$ cat config.mk
export PLATFORM = sky130hd
export DESIGN_NAME = gpio_pin_group
export DESIGN_NICKNAME = d
export VERILOG_FILES = /design/src/rtl/gpio_pkg.sv /design/src/rtl/gpio_pin_group.sv
export VERILOG_INCLUDE_DIRS = /design/src /design/src/rtl
export SDC_FILE = /design/constraint.sdc
export NUM_CORES = 1
export LEC_CHECK = 0
export ABC_AREA = 1
export BUFFER_PORTS_ARGS = -buffer_cell sky130_fd_sc_hd__clkbuf_2
export CAP_MARGIN = 10
export CORE_MARGIN = 2
export CORE_UTILIZATION = 59
export DETAILED_ROUTE_END_ITERATION = 8
export PLACE_DENSITY_LB_ADDON = 0.3
export SLEW_MARGIN = 20
export SYNTH_ARGS = -nofsm -noshare
export SYNTH_HDL_FRONTEND = slang
export SYNTH_SLANG_ARGS = --single-unit
$ cat constraint.sdc
create_clock -name sys_clk -period 7.55 [get_ports sys_clk]
set_input_delay 1.1325 -clock sys_clk [delete_from_list [all_inputs] [get_ports sys_clk]]
set_output_delay 1.1325 -clock sys_clk [all_outputs]
set_load 0.03 [all_outputs]
$ cat src/rtl/gpio_cfg.svh
// Offsets, field positions, codes and reset values of the pin group controller.
`ifndef GPIO_CFG_SVH
`define GPIO_CFG_SVH
// ==========================================
// Register indices (byte address is four times the index)
`define IDX_DIR         6'h00
`define IDX_DIR_SET     6'h01
`define IDX_DIR_CLR     6'h02
`define IDX_DIR_TGL     6'h03
`define IDX_OUT         6'h04
`define IDX_OUT_SET     6'h05
`define IDX_OUT_CLR     6'h06
`define IDX_OUT_TGL     6'h07
`define IDX_IN          6'h08
`define IDX_FLAGS       6'h09
`define IDX_SETUP_BASE  6'h10
`define IDX_ALIAS_DIR   6'h20
`define IDX_ALIAS_OUT   6'h21
`define IDX_ALIAS_IN    6'h22
`define IDX_ALIAS_FLAGS 6'h23
// ==========================================
// Setup register fields
`define SETUP_FLIP_BIT  7
`define SETUP_PULL_BIT  3
`define SETUP_SENSE_LSB 0
// ==========================================
// Sense select codes
`define SENSE_NO_IRQ    3'h0
`define SENSE_ANY       3'h1
`define SENSE_RISE      3'h2
`define SENSE_FALL      3'h3
`define SENSE_OFF       3'h4
`define SENSE_LEVEL     3'h5
// ==========================================
// Reset values and timing
`define RESET_BYTE      8'h00
`define DEAD_CYCLES     2'h3
`endif

$ cat src/rtl/gpio_pkg.sv
// Types shared by the pin group controller.
package gpio_pkg;
    typedef struct packed {
        logic [7:0]  dir;
        logic [7:0]  out;
        logic [63:0] setup;
        logic [7:0]  s1;
        logic [7:0]  s2;
        logic [7:0]  s3;
        logic [7:0]  lvl;
        logic [7:0]  prev;
        logic [7:0]  flags;
        logic [15:0] dead;
        logic [7:0]  pad_out;
        logic [7:0]  pad_oe;
        logic [7:0]  pull;
        logic [7:0]  pin_val;
        logic        dp_wr;
        logic        dp_rd;
        logic [5:0]  dp_idx;
        logic [31:0] rdata;
        logic        ready;
        logic        resp;
        logic        irq;
        logic        wake;
    } port_state_type;
endpackage : gpio_pkg

$ cat src/rtl/gpio_pin_group.sv
// Eight-pin GPIO group controller with an AHB-Lite register slave.
`include "gpio_cfg.svh"
`timescale 1ns/1ns
`default_nettype none
module gpio_pin_group
    import gpio_pkg::*;
#(
    parameter logic [7:0] ASYNC_PINS = 8'h04 // Pins exempt from dead time that may wake in any interrupt-enabled sense mode.
) (
    input  wire logic        sys_clk,   // 100 MHz clock
    input  wire logic        reset,     // Asynchronous reset, active high
    input  wire logic        ce,        // Clock enable, freezes all state when low
    input  wire logic        hsel,      // AHB slave select
    input  wire logic [31:0] haddr,     // AHB address
    input  wire logic [1:0]  htrans,    // AHB transfer type
    input  wire logic        hwrite,    // AHB write
    input  wire logic [2:0]  hsize,     // AHB size, word only
    input  wire logic [31:0] hwdata,    // AHB write data
    input  wire logic        hready,    // AHB bus ready
    output var  logic        hreadyout, // AHB slave ready
    output var  logic [31:0] hrdata,    // AHB read data
    output var  logic        hresp,     // AHB response, always OKAY
    input  wire logic [7:0]  pad_in,    // Pad input levels
    output var  logic [7:0]  pad_out,   // Pad output levels
    output var  logic [7:0]  pad_oe,    // Pad output enables
    output var  logic [7:0]  pad_pull,  // Pad pull-up enables
    output var  logic [7:0]  pin_value, // Sensed pin levels for peripherals and events
    output var  logic        irq,       // Pin group interrupt request
    output var  logic        wake       // Wake request to the sleep controller
);

    port_state_type st_reg;
    port_state_type st_next;

    logic [7:0]  hit;
    logic [7:0]  irq_en;
    logic [7:0]  wake_term;
    logic [7:0]  off_mask;
    logic [7:0]  flip_vec;
    logic [7:0]  sensed;
    logic [7:0]  lvl_n;
    logic [15:0] dead_n;
    logic [5:0]  wr_idx;
    logic [7:0]  wd;
    logic        accept;

    // Fold the alias window onto the regular registers so both paths share one decoder.
    function automatic logic [5:0] map_index(input logic [5:0] idx);
        if (idx == `IDX_ALIAS_DIR) begin
            map_index = `IDX_DIR;
        end else if (idx == `IDX_ALIAS_OUT) begin
            map_index = `IDX_OUT;
        end else if (idx == `IDX_ALIAS_IN) begin
            map_index = `IDX_IN;
        end else if (idx == `IDX_ALIAS_FLAGS) begin
            map_index = `IDX_FLAGS;
        end else begin
            map_index = idx;
        end
    endfunction : map_index

    assign wr_idx = map_index(st_reg.dp_idx);
    assign wd     = hwdata[7:0];
    assign accept = hsel & htrans[1] & hready;

    // ==========================================
    // Per-pin sensing
    genvar i;
    generate
        for (i = 0; i < 8; i++) begin : g_pin
            logic [2:0] sel;
            logic       rise;
            logic       fall;
            logic       cond;
            logic       blocked;
            assign sel         = st_reg.setup[i*8+`SETUP_SENSE_LSB +: 3];
            assign flip_vec[i] = st_reg.setup[i*8+`SETUP_FLIP_BIT];
            assign off_mask[i] = (sel == `SENSE_OFF);
            // A polarity change flips the sensed level, so it reads as an edge.
            assign sensed[i]   = st_reg.lvl[i] ^ flip_vec[i];
            assign rise        = sensed[i] & ~st_reg.prev[i];
            assign fall        = ~sensed[i] & st_reg.prev[i];
            assign irq_en[i]   = (sel == `SENSE_ANY) | (sel == `SENSE_RISE) |
                                 (sel == `SENSE_FALL) | (sel == `SENSE_LEVEL);
            // A sense change re-decodes the pending edge at once, so it may be dropped.
            always_comb begin
                case (sel)
                    `SENSE_ANY:   cond = rise | fall;
                    `SENSE_RISE:  cond = rise;
                    `SENSE_FALL:  cond = fall;
                    `SENSE_LEVEL: cond = ~sensed[i];
                    default:      cond = 1'b0;
                endcase
            end
            assign blocked = (st_reg.dead[i*2 +: 2] != 2'h0) & ~ASYNC_PINS[i];
            assign hit[i]  = cond & ~blocked;
            assign dead_n[i*2 +: 2] = hit[i] ? `DEAD_CYCLES :
                (st_reg.dead[i*2 +: 2] != 2'h0) ? st_reg.dead[i*2 +: 2] - 2'h1 : 2'h0;
            // A level counts once the second and third stages agree.
            assign lvl_n[i] = (st_reg.s2[i] == st_reg.s3[i]) ? st_reg.s3[i] : st_reg.lvl[i];
            assign wake_term[i] = st_reg.flags[i] & irq_en[i] &
                (ASYNC_PINS[i] | (sel == `SENSE_ANY) | (sel == `SENSE_LEVEL));
        end
    endgenerate

    // ==========================================
    // Next state
    always_comb begin
        st_next = st_reg;
        // Receiver off stops the synchroniser, so a half-seen edge survives until re-enable.
        st_next.s1   = (pad_in & ~off_mask) | (st_reg.s1 & off_mask);
        st_next.s2   = (st_reg.s1 & ~off_mask) | (st_reg.s2 & off_mask);
        st_next.s3   = (st_reg.s2 & ~off_mask) | (st_reg.s3 & off_mask);
        st_next.lvl  = (lvl_n & ~off_mask) | (st_reg.lvl & off_mask);
        st_next.prev = (sensed & ~off_mask) | (st_reg.prev & off_mask);
        st_next.dead = dead_n;
        if (st_reg.dp_wr) begin
            if (wr_idx == `IDX_DIR) begin
                st_next.dir = wd;
            end else if (wr_idx == `IDX_DIR_SET) begin
                st_next.dir = st_reg.dir | wd;
            end else if (wr_idx == `IDX_DIR_CLR) begin
                st_next.dir = st_reg.dir & ~wd;
            end else if (wr_idx == `IDX_DIR_TGL) begin
                st_next.dir = st_reg.dir ^ wd;
            end else if (wr_idx == `IDX_OUT) begin
                st_next.out = wd;
            end else if (wr_idx == `IDX_OUT_SET) begin
                st_next.out = st_reg.out | wd;
            end else if (wr_idx == `IDX_OUT_CLR) begin
                st_next.out = st_reg.out & ~wd;
            end else if (wr_idx == `IDX_OUT_TGL || wr_idx == `IDX_IN) begin
                st_next.out = st_reg.out ^ wd;
            end else if (wr_idx == `IDX_FLAGS) begin
                st_next.flags = st_reg.flags & ~wd;
            end else if (wr_idx[5:3] == 3'h2) begin
                st_next.setup[wr_idx[2:0]*8 +: 8] = wd;
            end
        end
        // A new event wins over a clear written in the same cycle.
        st_next.flags   = st_next.flags | hit;
        st_next.irq     = |(st_next.flags & irq_en);
        st_next.wake    = |wake_term;
        st_next.pad_oe  = st_next.dir;
        st_next.pad_out = st_next.out ^ flip_vec;
        st_next.pull    = flip_vec & 8'h00;
        for (int k = 0; k < 8; k++) begin
            st_next.pull[k] = st_reg.setup[k*8+`SETUP_PULL_BIT];
        end
        st_next.pin_val = sensed;
        // Bus: writes are zero-wait, reads take one wait state to show fresh state.
        st_next.dp_wr = accept & hwrite;
        st_next.dp_rd = accept & ~hwrite;
        if (accept) begin
            st_next.dp_idx = haddr[7:2];
        end
        st_next.resp  = 1'b0;
        st_next.ready = 1'b1;
        if (accept & ~hwrite) begin
            st_next.ready = 1'b0;
        end
        if (st_reg.dp_rd & ~st_reg.ready) begin
            st_next.rdata = 32'h0000_0000;
            if (wr_idx <= `IDX_DIR_TGL) begin
                st_next.rdata[7:0] = st_reg.dir;
            end else if (wr_idx <= `IDX_OUT_TGL) begin
                st_next.rdata[7:0] = st_reg.out;
            end else if (wr_idx == `IDX_IN) begin
                st_next.rdata[7:0] = sensed;
            end else if (wr_idx == `IDX_FLAGS) begin
                st_next.rdata[7:0] = st_reg.flags;
            end else if (wr_idx[5:3] == 3'h2) begin
                st_next.rdata[7:0] = st_reg.setup[wr_idx[2:0]*8 +: 8];
            end
        end
    end

    // ==========================================
    // State register
    // No debug input exists, so a halted core sees the port run on unchanged.
    always_ff @(posedge sys_clk or posedge reset) begin
        if (reset) begin
            st_reg       <= '0;
            st_reg.ready <= 1'b1;
        end else if (ce) begin
            st_reg <= st_next;
        end
    end

    assign hreadyout = st_reg.ready;
    assign hrdata    = st_reg.rdata;
    assign hresp     = st_reg.resp;
    assign pad_out   = st_reg.pad_out;
    assign pad_oe    = st_reg.pad_oe;
    assign pad_pull  = st_reg.pull;
    assign pin_value = st_reg.pin_val;
    assign irq       = st_reg.irq;
    assign wake      = st_reg.wake;

    // ==========================================
    // Checks
    chk_dir_set_bits: assert property (@(posedge sys_clk) disable iff (reset)
        ce && st_reg.dp_wr && wr_idx == `IDX_DIR_SET |=> st_reg.dir == $past(st_reg.dir | wd))
        else $error("direction set strobe wrong");
    chk_dir_clr_bits: assert property (@(posedge sys_clk) disable iff (reset)
        ce && st_reg.dp_wr && wr_idx == `IDX_DIR_CLR |=> st_reg.dir == $past(st_reg.dir & ~wd))
        else $error("direction clear strobe wrong");
    chk_dir_tgl_bits: assert property (@(posedge sys_clk) disable iff (reset)
        ce && st_reg.dp_wr && wr_idx == `IDX_DIR_TGL |=> st_reg.dir == $past(st_reg.dir ^ wd))
        else $error("direction toggle strobe wrong");
    chk_out_set_bits: assert property (@(posedge sys_clk) disable iff (reset)
        ce && st_reg.dp_wr && wr_idx == `IDX_OUT_SET |=> st_reg.out == $past(st_reg.out | wd))
        else $error("level high strobe wrong");
    chk_out_clr_bits: assert property (@(posedge sys_clk) disable iff (reset)
        ce && st_reg.dp_wr && wr_idx == `IDX_OUT_CLR |=> st_reg.out == $past(st_reg.out & ~wd))
        else $error("level low strobe wrong");
    chk_in_write_toggle: assert property (@(posedge sys_clk) disable iff (reset)
        ce && st_reg.dp_wr && wr_idx == `IDX_IN |=> st_reg.out == $past(st_reg.out ^ wd))
        else $error("input write did not toggle output level");
    chk_oe_follows_dir: assert property (@(posedge sys_clk) disable iff (reset)
        ce |=> pad_oe == st_reg.dir)
        else $error("output enable does not follow direction");
    chk_flag_set_wins: assert property (@(posedge sys_clk) disable iff (reset)
        ce && hit != 8'h00 |=> (st_reg.flags & $past(hit)) == $past(hit) && irq == |(st_reg.flags & $past(irq_en)))
        else $error("event flag lost or request wrong");
    chk_dead_time: assert property (@(posedge sys_clk) disable iff (reset)
        ce && hit[0] && !ASYNC_PINS[0] |=> !hit[0] [*2])
        else $error("event recognised inside dead time");
    chk_off_freezes: assert property (@(posedge sys_clk) disable iff (reset)
        ce && off_mask[1] && $past(off_mask[1]) |=> $stable(st_reg.lvl[1]) && $stable(st_reg.s1[1]))
        else $error("synchroniser ran with receiver off");

endmodule : gpio_pin_group
`default_nettype wire

### Yosys cells after proc, flatten, opt, wreduce, memory -nomap -nowiden

Cells that the tools add are included.

| storage, ports and cells | value |
|---|---|
| memories kept | 0 |
| register bits after elaboration | 187 |
| bits in writable memories | 0 |
| bits of input ports | 83 |
| latch bits | 0 |
| ROM bits | 0 |
| logic and storage cells | 336 |
| output and inout port bits | 68 |

| cells by class | value |
|---|---|
| add/subtract/negate cells | 9 |
| order comparisons | 2 |
| divide/modulo/power cells | 0 |
| $mul | 0 |
| shift operators | 3 |
| mux-type cells | 72 |
| bitwise operators | 151 |
| equality and inequality tests | 62 |
| reduce and logical (&&, ||, !) cells | 17 |

Operators by type and width:

| kind | count |
|---|---|
| $mux W64 | 6 |
| $mux W72 | 5 |
| $mux W8 | 23 |
| $and A8 B8 Y8 | 14 |
| $bwmux W64 | 1 |
| $or A8 B8 Y8 | 8 |
| $shift A8 B34 Y64 const A | 1 |
| $shiftx A64 B7 Y8 | 1 |
| $shiftx A8 B34 Y64 | 1 |
| $eq A3 B2 Y1 const B | 17 |
| $eq A3 B3 Y1 const B | 16 |
| $and A1 B1 Y1 | 43 |
| $or A1 B1 Y1 | 39 |
| $neg A6 Y34 | 1 |
| $not A1 Y1 | 34 |
| $mux W2 | 16 |
| $pmux W1 S4 | 8 |
| $eq A3 B1 Y1 const B | 8 |
| $eq A6 B3 Y1 const B | 4 |
| $eq A6 B6 Y1 const B | 4 |
| $mux W6 | 4 |
| $xor A8 B8 Y8 | 3 |
| $not A8 Y8 | 2 |
| $reduce_bool A2 Y1 | 8 |
| 16 further kinds | 49 |

### Logic depth before layout (Yosys ltp)

Gate-level depths: netlist of run 1.

| logic depth | value |
|---|---|
| depth after elaboration | 20 |
| mapped depth | 23 |
| mapped depth without buffers | 20 |

### Worst setup path before layout of run 1

No wires, ideal clock.

| timing | value |
|---|---|
| path type | register -> register |
| start point | register st_reg[38] in the netlist's numbering |
| end point | register st_reg, in the netlist pad_out[7] |
| path buffers | 4 |
| clock period less this slack | 2,726 ps |
| required time | 7,433 ps |
| stages on the path, launching flop included | 18 |
| arrival time | 2,609 ps |
| setup time | 117 ps |
| setup slack | 4,824 ps |
| cells stage by stage | dfrtp_1 nor2_4 nand3_2 nand2_2 inv_2 buf_2 buf_2 buf_2 ha_1 o31ai_2 nand3_2 buf_6 a21oi_1 nand2_1 nand2_1 nand2_1 nand3_1 nand2_1 |

| on the way | value |
|---|---|
| word-level cells in the longest chain between the ends | 17 |
| elaborated cells on any way between the ends | 28 |
| classes of those cells | eq/ne: 12; mux: 13; bitwise: 1; reduce/logical: 2 |

Ends and longest elaborated chain:

| item | RTL line | source |
|---|---|---|
| from (decl) | gpio_pin_group.sv:32 | `port_state_type st_reg;` |
| from (signal assigned) | gpio_pin_group.sv:186 | `st_reg <= st_next;` |
| $eq A6 B6 Y1 (no source line) | n/a |  |
| $mux W6 | gpio_pin_group.sv:55 | `` end else if (idx == `IDX_ALIAS_FLAGS) begin `` |
| $mux W6 | gpio_pin_group.sv:53 | `` end else if (idx == `IDX_ALIAS_IN) begin `` |
| $mux W6 | gpio_pin_group.sv:51 | `` end else if (idx == `IDX_ALIAS_OUT) begin `` |
| $mux W6 * | gpio_pin_group.sv:49 | `` if (idx == `IDX_ALIAS_DIR) begin `` |
| $eq A6 B3 Y1 (no source line) or $eq A6 B4 Y1 (tied branches) | n/a |  |
| $logic_or A1 B1 Y1 (no source line) | n/a |  |
| $mux W8 | gpio_pin_group.sv:132 | `` end else if (wr_idx == `IDX_OUT_TGL \|\| wr_idx == `IDX_IN) begin `` |
| $mux W8 | gpio_pin_group.sv:130 | `` end else if (wr_idx == `IDX_OUT_CLR) begin `` |
| $mux W8 | gpio_pin_group.sv:128 | `` end else if (wr_idx == `IDX_OUT_SET) begin `` |
| $mux W8 | gpio_pin_group.sv:126 | `` end else if (wr_idx == `IDX_OUT) begin `` |
| $mux W72 | gpio_pin_group.sv:124 | `` end else if (wr_idx == `IDX_DIR_TGL) begin `` |
| $mux W72 | gpio_pin_group.sv:122 | `` end else if (wr_idx == `IDX_DIR_CLR) begin `` |
| $mux W72 | gpio_pin_group.sv:120 | `` end else if (wr_idx == `IDX_DIR_SET) begin `` |
| $mux W72 * | gpio_pin_group.sv:118 | `` if (wr_idx == `IDX_DIR) begin `` |
| $mux W72 * | gpio_pin_group.sv:117 | `if (st_reg.dp_wr) begin` |
| $xor A8 B8 Y8 * | gpio_pin_group.sv:145 | `st_next.pad_out = st_next.out ^ flip_vec;` |

Every way passes the cells marked *; elsewhere a longest branch is shown, timed or not.
A chain may end at the register's enable or synchronous reset.

### Final worst setup path of run 1

| timing | value |
|---|---|
| start point | register st_reg[36] in the netlist's numbering |
| end point | register st_reg, in the netlist irq |

| on the way | value |
|---|---|
| word-level cells in the longest chain between the ends | 19 |
| elaborated cells on any way between the ends | 32 |
| classes of those cells | eq/ne: 13; mux: 14; bitwise: 2; reduce/logical: 3 |

Ends and longest elaborated chain:

| item | RTL line | source |
|---|---|---|
| $eq A6 B6 Y1 (no source line) | n/a |  |
| $mux W6 | gpio_pin_group.sv:55 |  |
| $mux W6 | gpio_pin_group.sv:53 |  |
| $mux W6 | gpio_pin_group.sv:51 |  |
| $mux W6 * | gpio_pin_group.sv:49 |  |
| $eq A6 B4 Y1 (no source line) or $eq A6 B3 Y1 (tied branches) | n/a |  |
| $mux W8 or $logic_or A1 B1 Y1 (tied branches) | n/a |  |
| $mux W8 | gpio_pin_group.sv:132 |  |
| [3 not listed] | n/a |  |
| $mux W8 | gpio_pin_group.sv:124 |  |
| $mux W8 | gpio_pin_group.sv:122 |  |
| $mux W8 | gpio_pin_group.sv:120 |  |
| $mux W8 * | gpio_pin_group.sv:118 |  |
| $mux W8 * | gpio_pin_group.sv:117 |  |
| $or A8 B8 Y8 * | gpio_pin_group.sv:141 | `st_next.flags = st_next.flags \| hit;` |
| $and A8 B8 Y8 * | gpio_pin_group.sv:142 | `st_next.irq = \|(st_next.flags & irq_en);` |
| $reduce_or A8 Y1 * | gpio_pin_group.sv:142 |  |

Marks and branches as above.

==> flow_summary_export.csv, run 1 <==
group,metric,value,unit
outcome,status,"complete, no violations",
synthesis,synth_edf_count,0,
setup_path,start_kind,"flip-flop",
die,chipHeight,142,µm
clock_tree,clock_path_buffers,2,
clock_tree,post_cts_buffers,0,
routing,drc,0,
synthesis,yosysTopAreaCell,"dfrtp_1",
global_routing,grt_usage,31.6,%
pwr,total_power,3.17,mW
synthesis,synth.area.top_cells,"dfrtp_1 41%, nand2_1 11%, o21ai_0 6.2%",
sta,finalSetupViolations,0,
synthesis,netlist.area_leader.share,40.9,%
synthesis,synth-seq-area-share,41.1,%
synthesis,netlist-cell-type-count,51,
clock_tree,h-tree-depth,4,
sta,hold_viol_final,0,
setup_path,end_kind,"flip-flop",
run,drv_cap,0,
routing,drtIter0Drc,1046,
sta,relSlewSlack,26.7,%
routing,avgRoutedWirePerCell,18.7,µm
synthesis,synth.avg_cell_area,8.00,µm²
setup_path,slowest_stage,"inv_2",
sta,fin_crit_sh,59.5,%
synthesis,ys_warn_count,0,
die,die-area,20200,µm²
clock_tree,insertion_delay,0.45,ns
global_routing,antenna_found_initial,0,
global_routing,grt_pass1_vias,9095,
synthesis,synthArstFlopShare,100,%
sta,finalMaxSlewViolations,0,
place,portBuffers,71,
clock_tree,root_buffer,"clkbuf_16",
clock_tree,hold_buffers,0,
global_routing,grtUsageMet2,47.0,%
setup_path,cp_common_cell,"nand2_1",
cells_and_area,final_layout_size_suffix_gt1_share,13.9,%
clock_tree,cts_buffers,17,
synthesis,synth_ff_type,"dfrtp_1",
global_routing,grtUsageMet1,44.3,%
clock_tree,clock-sinks,185,
global_routing,grt_overflow,0,
cells_and_area,nNetsFinal,1544,
die,initial_core_util,60.2,%
synthesis,syn_area,11300,µm²
setup_path,worstPathCellList,"nand2_2 -> inv_2 -> ha_1 -> nand2_1 -> nor2_2 -> a21oi_1 -> nand2_1 -> nand2_1 -> nand2_1 -> nand3_1 -> nand2_1 -> nand2_1 -> nor2_1 -> nand2_1 -> nand2_1 -> nand2_1",
pwr,p_leak,5.85,nW
synthesis,yosysMostFrequentCell,"nand2_1",
synthesis,ys_ff_latch,185,
routing,via_per_inst,5.90,
synthesis,syn_inst,1408,
pwr,ir_drop,0.177,mV
die,core_area,18700,µm²
cells_and_area,syn2layout_area_growth,5.13,%
sta,timing.fmax,222,MHz
global_routing,grt_pass1_wl,49100,µm
global_routing,grt_max_degree,108,
setup_path,crit_path_max_fanout,42,
sta,rsz0062_at_grt,"no",
die,rows,50,
setup_path,cp.required,7.89,ns
sta,tns,0,ns
routing,vias,9763,
worst_hold_path,min_path_type,"flip-flop to flip-flop",
setup_path,cpPeakStageDelay,0.87,ns
pwr,p_per_area,268,nW/µm²
place,pre_cts_ws,3.35,ns
setup_path,crit_type,"flip-flop to flip-flop",
cells_and_area,antennaDiodeCount,0,
place,dp_hpwl,21200,µm
synthesis,synth_common_cells,"323 x nand2_1, 184 x dfrtp_1, 140 x o21ai_0, 136 x inv_1, 90 x nor2_1",
clock_tree,clk_pin_slew,0.07,ns
die,die_w,142,µm
sta,finClkSkew,0.0102,ns
routing,wirelength,31000,µm
sta,worst_pin_slew,1.09,ns
global_routing,gr-usage-met3,6.83,%
die,ios,151,
setup_path,arrival,4.83,ns
global_routing,grt.busiest_layer,"met2",
clock_tree,cts_resized,0,
routing,ant_nets,0,
routing,first_pass_iters,6,
place,gp_congestion,0.976,
clock_tree,cts_tree,"yes",
sta,fin_crit,4.50,ns
sta,setup_ws,3.05,ns
==> placed cells by master, fill, tap and decap left out, drive strengths merged <==
cell type	Yosys	routed
conb	1	25
nand4	13	13
clkinv	0	5
o211ai	18	18
o21bai	4	4
o22ai	10	10
inv	151	152
a22oi	2	2
bufinv	0	3
o21ai	191	191
nor4	6	6
or2	13	13
nand3	59	59
a31oi	14	14
ha	53	53
o31ai	8	8
nor3	11	11
nor2	102	102
dfstp	1	1
mux2	4	4
buf	96	5
mux2i	1	1
and3	1	1
xnor2	1	1
a22o	1	1
nand2	338	338
clkinvlp	0	2
a21oi	75	75
a221oi	10	10
dfrtp	184	184
o221ai	3	3
o2111ai	10	10
a211oi	3	3
o21a	1	1
clkbuf	23	92
==> final timing paths <==
check	from	end	slack, ns	depth (start not counted)
min	pad_pull[0]	pad_pull[0]	0.47	2
max reg2reg	st_reg[36]	irq	3.05	16
max in group asynchronous	reset	async pin	5.51	3
min in group asynchronous	reset	pad_pull[6]	0.83	2
max	st_reg[36]	irq	3.05	16
min reg2reg	pad_pull[0]	pad_pull[0]	0.47	2
==> logic make-up (layout without fill, tap and decap cells) <==
kind of cell | count (synthesis) | after routing | share of synthesized area [%]
compound gates | 350 | 350 | 18.0
xor+xnor | 1 | 1 | 0.0777
fa+ha+maj | 53 | 53 | 5.89
flops | 185 | 185 | 41.1
buf+inv | 270 | 259 | 12.2
mux | 5 | 5 | 0.489
other cells | 1 | 25 | 0.0333
simple gates | 543 | 543 | 22.2
==> metrics by stage <==
step / instances / hold slack, ns / instance area (µm²) / utilization, %
floorplan: 1432 / 0.443 / 11400 / -
detailed placement: 1623 / 0.459 / 11200 / 60.1
finish: 1655 / 0.469 / 11800 / 63.3
global placement: 1623 / 0.455 / 11200 / 60.1
global route: 1655 / 0.507 / 11800 / 63.3
CTS: 1655 / 0.475 / 11800 / 63.3
==> critical path, delay by kind of cell, from the launching register on <==
kind / cells / cell delay (ns)
adders and majority gates: 1 / 0.54
DFF: 1 / 0.69
AOI/OAI and AO/OA: 1 / 0.14
buffers and inverters: 1 / 0.87
and+or+nand+nor: 13 / 2.12
==> metal layers <==
layer | wire (µm) | part of all wire (%)
met5 | 0 | 0
met4 | 1380 | 4.4
met3 | 2950 | 9.5
met2 | 13500 | 43
met1 | 13200 | 43
==> layout make-up <==
cell class | count | area, µm²
inverter | 151 | 577
clock buffer | 21 | 450
timing repair buffer | 76 | 397
sequential | 185 | 4630
fill | 1602 | 6860
tap | 234 | 293
multi-input combinational | 977 | 5350
clock inverter | 11 | 146
==> report_power, final <==
part           internal [mW]  switching (mW)  leakage, nW  total [mW]
Sequential              1.12           0.121         2.25        1.24
Clock                  0.530           0.402        0.287       0.932
Combinational          0.282           0.724         3.32        1.01
Total                   1.93            1.25         5.85        3.17
No activity file was read; power rests on OpenSTA's default activity.
==> run 2: changes to the inputs <==
- ABC_AREA: 1 -> 0
- CORE_UTILIZATION: 59 -> 53
- clock period: 7.55 -> 3.65 ns (I/O delays scaled with it)
==> run 2 against run 1 <==
Clock skew down 0.00082 ns. Via count down 1.3%. Largest power group unchanged. Critical path type unchanged. Fmax increased by 34%.
==> flow_summary_export.csv, run 2 <==
group,metric,value,unit
pwr,p_switching,2.59,mW
synthesis,synthArstFlopShare,100,%
sta,rsz0062_at_grt,"no",
routing,top_layer,"met4",
place,portBuffers,71,
setup_path,end_kind,"flip-flop",
global_routing,grt_overflow,0,
synthesis,ys_warn_count,0,
die,die_w,149,µm
pwr,power.internal,4.13,mW
routing,routed-wl-met3,3110,µm
synthesis,netlist-cell-type-count,77,
synthesis,synth_ff_type,"dfrtp_1",
pwr,p_per_area,553,nW/µm²
synthesis,syn_inst,1264,
synthesis,synth.avg_cell_area,8.88,µm²
sta,relSlewSlack,30.5,%
cells_and_area,final_cells,1577,
clock_tree,clk_pin_slew,0.07,ns
routing,via_per_inst,6.11,
clock_tree,post_cts_buffers,0,
clock_tree,cts_resized,0,
cells_and_area,nFillCells,1893,
synthesis,synth_common_cells,"215 x nand2_1, 184 x dfrtp_1, 79 x o21ai_0, 70 x inv_1, 66 x buf_4",
clock_tree,cts_tree,"yes",
clock_tree,clock-sinks,185,
synthesis,synth-seq-area-share,41.3,%
setup_path,cp.required,3.98,ns
die,initial_core_util,53.7,%
die,core_area,20900,µm²
global_routing,grt_pass1_wl,51000,µm
synthesis,netlist.area_leader.share,41.0,%
routing,drtIter0Drc,1064,
synthesis,synth.area.top_cells,"dfrtp_1 41%, nand2_1 7.2%, ha_1 5.9%",
sta,finClkSkew,0.00943,ns
setup_path,slowest_stage,"nor4_1",
sta,tns,0,ns
setup_path,start_kind,"flip-flop",
clock_tree,root_buffer,"clkbuf_16",
pwr,pwr-share-comb,32.9,%
clock_tree,h-tree-depth,4,
setup_path,worstPathCellList,"nor3b_2 -> a21oi_2 -> buf_4 -> ha_1 -> nor4_1 -> o41a_1 -> and2_1 -> a31oi_1 -> or3b_1",
die,ios,151,
setup_path,crit_type,"flip-flop to flip-flop",
routing,drc,0,
synthesis,synth_edf_count,0,
sta,finalSetupViolations,0,
place,pre_cts_ws,0.392,ns
synthesis,yosysTopAreaCell,"dfrtp_1",
routing,first_pass_iters,6,
cells_and_area,layout_commonest_cell,"nand2_1",
sta,worst_pin_slew,1.03,ns
routing,vias,9640,
global_routing,antenna_found_initial,0,
routing,avgRoutedWirePerCell,20.8,µm
routing,ant_nets,0,
cells_and_area,antennaDiodeCount,0,
place,dp_cells,1545,
cells_and_area,final_util,58.2,%
run,drv_cap,0,
clock_tree,cts_buffers,17,
global_routing,grt_pass1_vias,8956,
setup_path,crit_path_max_fanout,14,
sta,fin_crit,3.34,ns
synthesis,yosysMostFrequentCell,"nand2_1",
cells_and_area,layout_common_cells,"215 x nand2_1, 184 x dfrtp_1, 79 x o21ai_0, 70 x clkbuf_2, 69 x inv_1",
global_routing,grt_usage,30.2,%
worst_hold_path,min_path_type,"input port to async pin",
setup_path,r2r_slack,0.31,ns
clock_tree,clock_path_buffers,2,
sta,hold_viol_final,0,
die,chipHeight,149,µm
place,gp_congestion,0.971,
pwr,ir_drop,0.288,mV
cells_and_area,final_layout_size_suffix_gt1_share,15.4,%
clock_tree,hold_buffers,0,
sta,fin_crit_sh,91.6,%
routing,wirelength_met1,13700,µm
place,dp_hpwl,23400,µm
global_routing,grt_max_degree,106,
sta,timing.fmax,299,MHz
routing,wl_met2,14400,µm
synthesis,syn_area,11200,µm²
die,die-area,22300,µm²
setup_path,arrival,3.67,ns
outcome,status,"complete, no violations",
sta,whs,0.217,ns
pwr,seqPwrFrac,38.1,%
synthesis,ys_ff_latch,185,
pwr,switching_share,38.5,%
routing,wirelength,32800,µm
pwr,p_leak,5.48,nW
pwr,clkPwrFrac,29.0,%
cells_and_area,syn2layout_area_growth,8.29,%
sta,finalMaxSlewViolations,0,
clock_tree,insertion_delay,0.45,ns
die,rows,53,
setup_path,cpPeakStageDelay,0.48,ns
cells_and_area,nNetsFinal,1425,
sta,setup_ws,0.307,ns
[run 2: changes by cell type in the layout (fill, tap and decap cells not counted), sizes merged, moves of 27 or more]
cell,change
inv,-76
o21ai,-48
nand2,-123
nand3,-27
buf,+31
nor2,-43
mux2,+41
[run 2: layer usage]
layer	vias up	GRT usage [%]
met5	-	0
met3	106	7.38
met2	478	45.1
met1	4630	41.3
met4	0	14.5
li1	4426	-
[run 2: kinds of logic after synthesis]
kind of cell | after synthesis | synth area share [%]
flip-flops | 185 | 41.3
buffers and inverters | 198 | 9.34
AND/OR/NAND/NOR | 418 | 17.5
other | 1 | 0.0334
XOR/XNOR | 8 | 0.625
adder cells (fa/ha/maj) | 53 | 5.91
AO/OA/AOI/OAI | 338 | 19.2
multiplexers | 63 | 6.12
[run 2: layout make-up]
| class | instances | area [µm²] | area share [%] |
|---|---|---|---|
| multi-input combinational | 905 | 5630 | 46.3 |
| sequential | 185 | 4630 | 38.1 |
| timing repair buffer | 106 | 643 | 5.29 |
| clock buffer | 17 | 425 | 3.50 |
| tap | 275 | 344 | 2.83 |
| inverter | 74 | 282 | 2.32 |
| clock inverter | 15 | 193 | 1.59 |
[run 2: path summary, 6_finish.rpt]
path                            start    endpoint  cells after the start
max                        st_reg[39]  pad_out[0]                      9
min                             reset   async pin                      3
max reg2reg                st_reg[39]  pad_out[0]                      9
min reg2reg                 flip-flop   flip-flop                      1
max in group asynchronous       reset   async pin                      3
min in group sys_clk           hwrite  st_reg[42]                      2
[run 2: critical path: cells and delay by family, from the launching register on]
family	cells	cell delay (ns)
simple gates	4	1.65
compound gates	3	0.70
flops	1	0.39
fa+ha+maj	1	0.26
buf+inv	1	0.21
[run 2: power groups by stage]
stage               clock, mW  sequential, mW  combinational [mW]
CTS                      1.97            2.55                2.17
floorplan                   0            2.50                1.73
finish                   1.95            2.56                2.21
global placement            0            2.58                2.10
global route             2.06            2.59                2.43
detailed placement          0            2.59                2.15
[run 2: per-stage QoR]
stage               power (mW)  area (µm²)
floorplan                 4.23       11300
global placement          4.68       11500
detailed placement        4.74       11500
CTS                       6.70       12100
global route              7.08       12100
finish                    6.72       12100
